--- config.mk ---
export PLATFORM = sky130hd
export DESIGN_NAME = cdi_node
export DESIGN_NICKNAME = d
export VERILOG_FILES = /design/src/rtl/cdi_pkg.sv /design/src/rtl/cdi_node.sv
export SDC_FILE = /design/constraint.sdc
export NUM_CORES = 1
export LEC_CHECK = 0
export BUFFER_PORTS_ARGS = -buffer_cell sky130_fd_sc_hd__buf_2
export CAP_MARGIN = 20
export CORE_ASPECT_RATIO = 1.1
export CORE_MARGIN = 2
export CORE_UTILIZATION = 23
export CTS_BUF_LIST = sky130_fd_sc_hd__clkbuf_16
export DETAILED_ROUTE_END_ITERATION = 8
export HOLD_SLACK_MARGIN = 0.12
export SLEW_MARGIN = 25
export SYNTH_ARGS = -nofsm -noshare
export SYNTH_HDL_FRONTEND = slang
export SYNTH_SLANG_ARGS = --single-unit
--- constraint.sdc ---
create_clock -name hclk -period 2 [get_ports hclk]
set_input_delay 0 -clock hclk [delete_from_list [all_inputs] [get_ports hclk]]
set_output_delay 0 -clock hclk [all_outputs]
set_load 0.01 [all_outputs]
--- src/rtl/cdi_pkg.sv ---
// What this block does
// Station number is tens switch times ten plus units switch.
// Selector 0..7 gives normal operation, 8..F gives input mirroring mode.
// Selector low three bits pick 10,20,50,125,250,500,800,1000 kbit/s.
// In mirroring mode each sensed input drives the partner's same output.
// Partner is odd station plus one; adjacency identifies the partner.
// Both pair nodes must use a selector in the mirroring range.
// Mirroring mode enters Operational by itself, no master start needed.
// Run indicator dark without supply; single flash while Stopped.
// Run indicator blinks continuously while Pre-operational.
// Run indicator lit steadily while Operational.
// Error indicator dark while no communication error is present.
// Error indicator single flash after at least one network error.
// Error indicator double flash after a guarding failure.
// Error indicator lit steadily while the controller is bus-off.
// Terminator indicator follows the termination enable.
// Channel indicators follow raw inputs, ignoring polarity inversion.
// Phases of 200 ms for flashes and blinks, 1000 ms dark gap.
// Switches are captured once after reset and held until next reset.
package cdi_pkg;
   localparam int unsigned CLK_MHZ = 200;
   localparam int unsigned PHASE_MS = 200;
   localparam int unsigned GAP_MS = 1000;
   localparam int unsigned PHASE_CYC = PHASE_MS * 1000 * CLK_MHZ;
   localparam int unsigned GAP_CYC = GAP_MS * 1000 * CLK_MHZ;
   localparam logic [3:0] MIRROR_SEL_MIN = 4'h8;
   // Register byte addresses
   localparam logic [7:0] A_STATUS = 8'h00;
   localparam logic [7:0] A_CTRL = 8'h04;
   localparam logic [7:0] A_CONFIG = 8'h08;
   localparam logic [7:0] A_INPUTS = 8'h0c;
   localparam logic [7:0] A_IRQ_STAT = 8'h10;
   localparam logic [7:0] A_IRQ_MASK = 8'h14;
   localparam logic [7:0] A_MIRROR = 8'h18;
   // Control fields
   localparam int unsigned C_NMT_LSB = 0;
   localparam int unsigned C_TERM = 2;
   localparam int unsigned C_NETERR = 3;
   localparam int unsigned C_GUARD = 4;
   localparam int unsigned C_BUSOFF = 5;
   localparam int unsigned C_POL_LSB = 16;
   // Request field starts at Pre-operational so reset state is not overridden
   localparam logic [31:0] CTRL_RST = 32'h0000_0001;
   // Interrupt bits
   localparam int unsigned I_CHANGE = 0;
   localparam int unsigned I_NMT = 1;
   localparam int unsigned I_MIRROR = 2;
   typedef enum logic [1:0] {NMT_STOP, NMT_PREOP, NMT_OPER} cdi_nmt_t;
endpackage

--- src/rtl/cdi_node.sv ---
// Local design decisions: the register offsets and register access over AHB-Lite.
`timescale 1ns/1ps
module cdi_node
   import cdi_pkg::*;
#(
   parameter int unsigned PHASE_CYCLES = cdi_pkg::PHASE_CYC,
   parameter int unsigned GAP_CYCLES   = cdi_pkg::GAP_CYC
)
(
   input  wire logic        hclk,
   input  wire logic        hresetn,
   input  wire logic        hsel,
   input  wire logic [31:0] haddr,
   input  wire logic [1:0]  htrans,
   input  wire logic        hwrite,
   input  wire logic [2:0]  hsize,
   input  wire logic [31:0] hwdata,
   input  wire logic        hready,
   output logic      [31:0] hrdata,
   output logic             hreadyout,
   output logic             hresp,
   input  wire logic [3:0]  sw_tens,
   input  wire logic [3:0]  sw_units,
   input  wire logic [3:0]  sw_rate,
   input  wire logic [15:0] input_channel,
   input  wire logic        supply_ok,
   output logic      [6:0]  station_number,
   output logic      [2:0]  rate_index,
   output logic             mirror_mode,
   output logic      [6:0]  partner_number,
   output logic      [15:0] mirror_outputs,
   output logic             mirror_valid,
   output logic      [15:0] input_led,
   output logic             run_led,
   output logic             err_led,
   output logic             term_led,
   output logic             irq
);
   import cdi_pkg::*;

   logic [15:0] in_s1_q, in_s2_q, in_prev_q;
   logic [11:0] sw_s1_q, sw_s2_q;
   logic        sup_s1_q, sup_s2_q;
   logic [1:0]  cap_cnt_q;
   logic        captured_q;
   logic [3:0]  rate_sel_q;
   logic [31:0] ctrl_q;
   logic [2:0]  ist_q, imask_q;
   cdi_nmt_t    nmt_q;
   logic [31:0] ph_cnt_q;
   logic [2:0]  step_q;
   logic        ph_tick;
   logic        wr_pend_q, rd_pend_q;
   logic [7:0]  addr_q;

   // Synchronisers: stage one read only by stage two
   always_ff @(posedge hclk or negedge hresetn)
      if (!hresetn)
      begin
         in_s1_q  <= 16'h0000;
         in_s2_q  <= 16'h0000;
         sw_s1_q  <= 12'h000;
         sw_s2_q  <= 12'h000;
         sup_s1_q <= 1'b0;
         sup_s2_q <= 1'b0;
      end
      else
      begin
         in_s1_q  <= input_channel;
         in_s2_q  <= in_s1_q;
         sw_s1_q  <= {sw_tens, sw_units, sw_rate};
         sw_s2_q  <= sw_s1_q;
         sup_s1_q <= supply_ok;
         sup_s2_q <= sup_s1_q;
      end

   // Switch capture after release, once synchronisers have filled
   wire [3:0] tens_w  = sw_s2_q[11:8];
   wire [3:0] units_w = sw_s2_q[7:4];
   wire [6:0] id_w    = ({3'b000, tens_w} * 7'd10) + {3'b000, units_w};
   wire       cap_now = !captured_q && cap_cnt_q == 2'd3;
   always_ff @(posedge hclk or negedge hresetn)
      if (!hresetn)
      begin
         cap_cnt_q      <= 2'd0;
         captured_q     <= 1'b0;
         station_number <= 7'h00;
         rate_sel_q     <= 4'h0;
      end
      else
      begin
         if (cap_cnt_q != 2'd3)
            cap_cnt_q <= cap_cnt_q + 2'd1;
         if (cap_now)
         begin
            captured_q     <= 1'b1;
            station_number <= id_w;
            rate_sel_q     <= sw_s2_q[3:0];
         end
      end

   wire mirror_w = rate_sel_q >= MIRROR_SEL_MIN;
   // Odd node pairs upward, even node pairs downward
   wire [6:0] partner_w = station_number[0] ? station_number + 7'd1
                                            : station_number - 7'd1;

   // Network state; mirroring forces Operational
   wire       ctl_wr   = wr_pend_q && addr_q == A_CTRL;
   wire [1:0] nmt_req  = ctrl_q[C_NMT_LSB +: 2];
   cdi_nmt_t  nmt_d;
   assign nmt_d = (captured_q && mirror_w) ? NMT_OPER :
                  nmt_req == 2'd2 ? NMT_OPER :
                  nmt_req == 2'd1 ? NMT_PREOP : NMT_STOP;
   always_ff @(posedge hclk or negedge hresetn)
      if (!hresetn)
         nmt_q <= NMT_PREOP;
      else if (captured_q)
         nmt_q <= nmt_d;

   // Pattern timebase: 200 ms steps; steps 3..7 form the 1000 ms gap
   localparam int unsigned GAP_STEPS = GAP_CYCLES / PHASE_CYCLES;
   // Single flash repeats every six steps, double flash every eight
   logic [2:0] sgl_q;
   assign ph_tick = ph_cnt_q == PHASE_CYCLES - 1;
   always_ff @(posedge hclk or negedge hresetn)
      if (!hresetn)
      begin
         ph_cnt_q <= 32'h0000_0000;
         step_q   <= 3'd0;
         sgl_q    <= 3'd0;
      end
      else
      begin
         ph_cnt_q <= ph_tick ? 32'h0000_0000 : ph_cnt_q + 32'h0000_0001;
         if (ph_tick)
         begin
            step_q <= (32'(step_q) >= 3 + GAP_STEPS - 1) ? 3'd0 : step_q + 3'd1;
            sgl_q  <= (32'(sgl_q) >= GAP_STEPS) ? 3'd0 : sgl_q + 3'd1;
         end
      end
   // Single flash: on at first of six; double: on at steps 0 and 2; blink: alternate
   wire single_w = sgl_q == 3'd0;
   wire double_w = step_q == 3'd0 || step_q == 3'd2;
   wire blink_w  = step_q[0] == 1'b0;

   wire run_d = !sup_s2_q               ? 1'b0 :
                nmt_q == NMT_OPER       ? 1'b1 :
                nmt_q == NMT_PREOP      ? blink_w :
                                          single_w;
   wire err_d = ctrl_q[C_BUSOFF] ? 1'b1 :
                ctrl_q[C_GUARD]  ? double_w :
                ctrl_q[C_NETERR] ? single_w :
                                   1'b0;

   // Mirroring image: raw inputs to paired outputs, 1:1
   wire mir_act = mirror_w && nmt_q == NMT_OPER;
   wire changed = in_s2_q != in_prev_q;

   always_ff @(posedge hclk or negedge hresetn)
      if (!hresetn)
      begin
         run_led        <= 1'b0;
         err_led        <= 1'b0;
         term_led       <= 1'b0;
         input_led      <= 16'h0000;
         in_prev_q      <= 16'h0000;
         mirror_outputs <= 16'h0000;
         mirror_valid   <= 1'b0;
         mirror_mode    <= 1'b0;
         rate_index     <= 3'd0;
         partner_number <= 7'h00;
      end
      else
      begin
         run_led        <= run_d;
         err_led        <= err_d;
         term_led       <= ctrl_q[C_TERM];
         input_led      <= in_s2_q;
         in_prev_q      <= in_s2_q;
         mirror_outputs <= mir_act ? in_s2_q : 16'h0000;
         mirror_valid   <= mir_act && changed;
         mirror_mode    <= mirror_w;
         rate_index     <= rate_sel_q[2:0];
         partner_number <= partner_w;
      end

   // AHB-Lite slave, zero wait states on writes, one wait state on reads
   wire       take   = hsel && hready && htrans[1];
   wire       rd_hit = addr_q inside {A_STATUS, A_CTRL, A_CONFIG, A_INPUTS,
                                      A_IRQ_STAT, A_IRQ_MASK, A_MIRROR};
   wire [2:0] ev     = {mirror_valid, nmt_q != nmt_d && captured_q, changed};
   wire [2:0] w1c    = (wr_pend_q && addr_q == A_IRQ_STAT) ? hwdata[2:0] : 3'b000;
   wire [31:0] rd_w =
      addr_q == A_STATUS   ? {27'h0, sup_s2_q, captured_q, mirror_w, 2'(nmt_q)} :
      addr_q == A_CTRL     ? ctrl_q :
      addr_q == A_CONFIG   ? {16'h0, 5'h0, partner_number, rate_sel_q} |
                             {9'h0, station_number, 16'h0} :
      addr_q == A_INPUTS   ? {ctrl_q[31:16] ^ in_s2_q, in_s2_q} :
      addr_q == A_IRQ_STAT ? {29'h0, ist_q} :
      addr_q == A_IRQ_MASK ? {29'h0, imask_q} :
      addr_q == A_MIRROR   ? {15'h0, mirror_valid, mirror_outputs} : 32'h0;

   always_ff @(posedge hclk or negedge hresetn)
      if (!hresetn)
      begin
         wr_pend_q <= 1'b0;
         rd_pend_q <= 1'b0;
         addr_q    <= 8'h00;
         hrdata    <= 32'h0000_0000;
         ctrl_q    <= CTRL_RST;
         ist_q     <= 3'b000;
         imask_q   <= 3'b000;
         irq       <= 1'b0;
      end
      else
      begin
         wr_pend_q <= take && hwrite;
         rd_pend_q <= take && !hwrite;
         if (take)
            addr_q <= haddr[7:0];
         if (ctl_wr)
            ctrl_q <= hwdata;
         if (wr_pend_q && addr_q == A_IRQ_MASK)
            imask_q <= hwdata[2:0];
         // Set beats clear in the same cycle
         ist_q  <= (ist_q & ~w1c) | ev;
         irq    <= |(((ist_q & ~w1c) | ev) & imask_q);
         // Loaded in the wait state, held until the next read
         if (rd_pend_q)
            hrdata <= rd_hit ? rd_w : 32'h0000_0000;
      end

   // One wait state on reads keeps hrdata straight from a flop
   always_ff @(posedge hclk or negedge hresetn)
      if (!hresetn)
      begin
         hreadyout <= 1'b1;
         hresp     <= 1'b0;
      end
      else
      begin
         hreadyout <= !(take && !hwrite) || rd_pend_q;
         hresp     <= 1'b0;
      end
endmodule

==> impl_metrics.json <==
{
  "drt_iter0_drc": 363,
  "pre_cts_ws_ns": -0.131,
  "final_nets": 1256,
  "syn_area_mm2": 0.00989,
  "register_area_mm2": 0.00603,
  "gp_congestion": 0.775,
  "worstMarginPinSlew_ns": 0.599,
  "max-cap-violations": 0,
  "final.setup.worst_slack_ns": -0.0102,
  "num-fill-cells": 4241,
  "clk_pin_slew_ns": 0.06,
  "leakage_nw": 6.44,
  "holdPathStages": 3,
  "critPathLaunchType": "flop",
  "holdCritPathClass": "in -> reg",
  "ys_warn_count": 0,
  "required_ns": 2.42,
  "reg2regPathDepth": 5,
  "cts_buffer_depth": 3,
  "htree_levels": 1,
  "slew_headroom": 0.600,
  "rows": 79,
  "netlist.area_leader.share": 0.602,
  "drt-vias-per-instance": 4.23,
  "hold_viol_final": 0,
  "final_cell_mix": "dfrtp_1, buf_2, dlygate4sd3_1, inv_1, buf_4",
  "crit_buf_inv": 0,
  "wl_per_cell_um": 16.7,
  "placed_area_mm2": 0.0118,
  "slew_violations": 0,
  "r2r_start": "addr_q[1]$_DFFE_PN0P_",
  "setup_viol": 1,
  "fin_area_mm2": 0.0139,
  "critPathKind": "reg -> reg",
  "die_h_um": 222,
  "ys.flop_type": "dfrtp_1",
  "cts_tree": "built",
  "grt_max_degree": 58,
  "timing.critical_path.mode_cell": "or4_4",
  "peakVddDrop_mv": 0.689,
  "initial_utilization": 0.233,
  "critPathMaxFanout": 8,
  "whs_ns": 0.190,
  "synth_area_leaders": "dfrtp_1, mux2_2, xor2_1",
  "timing.rr.end": "hrdata[28]$_DFFE_PN0P_",
  "status": "finished, violations left",
  "fin_util": 0.328,
  "vias": 7262,
  "num_io_pins": 192,
  "firstDrtPassIters": 5,
  "stdcell_count": 1717,
  "final_common_cell": "dfrtp_1",
  "rsz0062_at_grt": "true",
  "dieArea_mm2": 0.0447,
  "drt-total-wl_um": 28700,
  "synth_edf_count": 0,
  "power.density_mw_per_mm2": 875,
  "clock_skew_ns": 0.0113,
  "drive_above_1_share": 0.310,
  "ys_ff_latch": 241,
  "cts_buffers": 27,
  "drc": 0,
  "cts.sinks": 241,
  "synthCells": 800,
  "syn_avg_cell_area_um2": 12.4,
  "io_buffers": 162,
  "period_share": 1.01,
  "hpwl_um": 21000,
  "holdPathEnd": "hreadyout$_DFF_PN1_",
  "syn_to_final_growth_pct": 40.6,
  "grt_overflow_total": 0,
  "cp-end-kind": "flop",
  "cp_cell_sequence": "or4_4 > or4_4 > nand2_2 > xor2_1 > o22ai_1",
  "syn_nets": 927,
  "period_needed_ns": 2.01,
  "cts_root_buf": "clkbuf_16",
  "dp.cells": 1558,
  "synth_seq_area_share": 0.610,
  "grt_antenna_before_repair": 2,
  "crit_family": "simple AND/OR/NAND/NOR gates",
  "core_area_mm2": 0.0424,
  "grt_pass1_vias": 7670,
  "timing.fmax_mhz": 497,
  "grt_pass1_wl_um": 44900,
  "arrival_ns": 2.43,
  "synthDistinctLibCells": 64,
  "violations": "setup timing",
  "clk_latency_ns": 0.55,
  "ant_nets": 0,
  "min_from": "hready",
  "die_x_um": 202,
  "multi_input_comb_area_mm2": 0.00362,
  "cp_slowest_cell": "or4_4",
  "synthArstFlopShare": 1.00,
  "slowest_delay_ns": 0.60,
  "synth_top_area_cell": "dfrtp_1",
  "grt_usage": 0.128,
  "rrSetupSlack_ns": -0.01
}
what timing repair did:
action                                 4_1_cts  5_1_grt
cloned                                       0        1
setup buffers                                0        5
hold buffers                               104        0
endpoints found under the hold margin      320        0
pin swaps                                   14       12
gates resized for setup                     14       23
setup endpoints to repair                   36       44
worst reg2reg max path, stage by stage (launching register included):
cell	delay [ns]
dfrtp_1	0.37
or4_4	0.60
or4_4	0.54
nand2_2	0.11
xor2_1	0.16
o22ai_1	0.10
worst max-delay path by stage:
| stage | start | end | slack (ns) | cells past startpoint |
|---|---|---|---|---|
| 2_1_floorplan | ph_cnt_q[9]$_DFF_PN0_ | ph_cnt_q[26]$_DFF_PN0_ | -0.007 | 6 |
| 3_3_place_gp | addr_q[7]$_DFFE_PN0P_ | hrdata[25]$_DFFE_PN0P_ | -0.08 | 6 |
| 3_5_place_dp | addr_q[7]$_DFFE_PN0P_ | hrdata[6]$_DFFE_PN0P_ | -0.13 | 5 |
| 4_1_cts | addr_q[1]$_DFFE_PN0P_ | hrdata[23]$_DFFE_PN0P_ | -0.02 | 6 |
| 5_1_grt | addr_q[1]$_DFFE_PN0P_ | hrdata[31]$_DFFE_PN0P_ | -0.11 | 5 |
| 6_report | addr_q[1]$_DFFE_PN0P_ | hrdata[28]$_DFFE_PN0P_ | -0.01 | 5 |
final cells by class:
| class | instances | share of cell area |
|---|---|---|
| flip-flops and latches | 241 | 0.434 |
| multi-input cells | 474 | 0.260 |
| repair buffers | 331 | 0.175 |
| well taps | 567 | 0.0510 |
| clock buffers | 27 | 0.0486 |
| clock inverters | 22 | 0.0168 |
| inverters | 54 | 0.0146 |
| diodes | 1 | 0.000180 |
layer usage:
layer  routed length [µm]  global-route usage  up-vias
met3                 2100              0.0367       47
li1                     -                   -     3424
met1                12100               0.160     3588
met5                   13                   0        -
met4                 1070              0.0541        2
met2                13400               0.208      201
power by group:
group / total (mW) / leakage [nW] / internal [mW] / switching (mW)
logic: 1.61 / 3.00 / 0.770 / 0.838
registers: 5.43 / 2.97 / 5.17 / 0.261
clock network: 5.14 / 0.459 / 3.09 / 2.05
registers in the layout, indices dropped and copies added (netlist names), 2 cells and up:
signal,count
rate_sel_q,4
cap_cnt_q,2
in_s1_q,16
ctrl_q,32
sw_s2_q,12
hrdata,32
ist_q,3
addr_q,8
partner_number,7
sgl_q,3
step_q,3
imask_q,3
ph_cnt_q,32
nmt_q,2
mirror_outputs,16
rate_index,3
sw_s1_q,12
station_number,7
in_prev_q,16
in_s2_q,16
through the flow:
stage / setup TNS, ns / power (mW)
after floorplan: -0.00703 / 6.21
after global placement: -0.975 / 6.94
after detailed placement: -2.15 / 6.97
after CTS: -0.0952 / 12.3
after global routing: -1.55 / 12.8
final: -0.0102 / 12.2
logic make-up after synthesis:
kind of cell               share of synthesized area
AOI/OAI and AO/OA                             0.0779
muxes                                         0.0740
adders and majority gates                     0.0326
DFF                                            0.610
buffers and inverters                         0.0335
other                                       0.000379
xor gates and xnor gates                      0.0583
and+or+nand+nor                                0.113
cell usage after synthesis (all sizes together), types with 4 or more instances:
cell type  instances
a21boi             5
a21o               4
a21oi             16
a221o              6
a22o               5
and3              21
buf               11
clkbuf            20
dfrtp            238
ha                21
inv               54
mux2              51
mux2i              9
nand2             51
nand2b             7
nand3             21
nand4             10
nor2              27
nor2b             19
nor3              10
nor4              12
o211ai             6
o21ai             33
o22ai             24
or2                4
or4                5
xnor2             26
xor2              39
No activity file was read; power rests on OpenSTA's default activity.
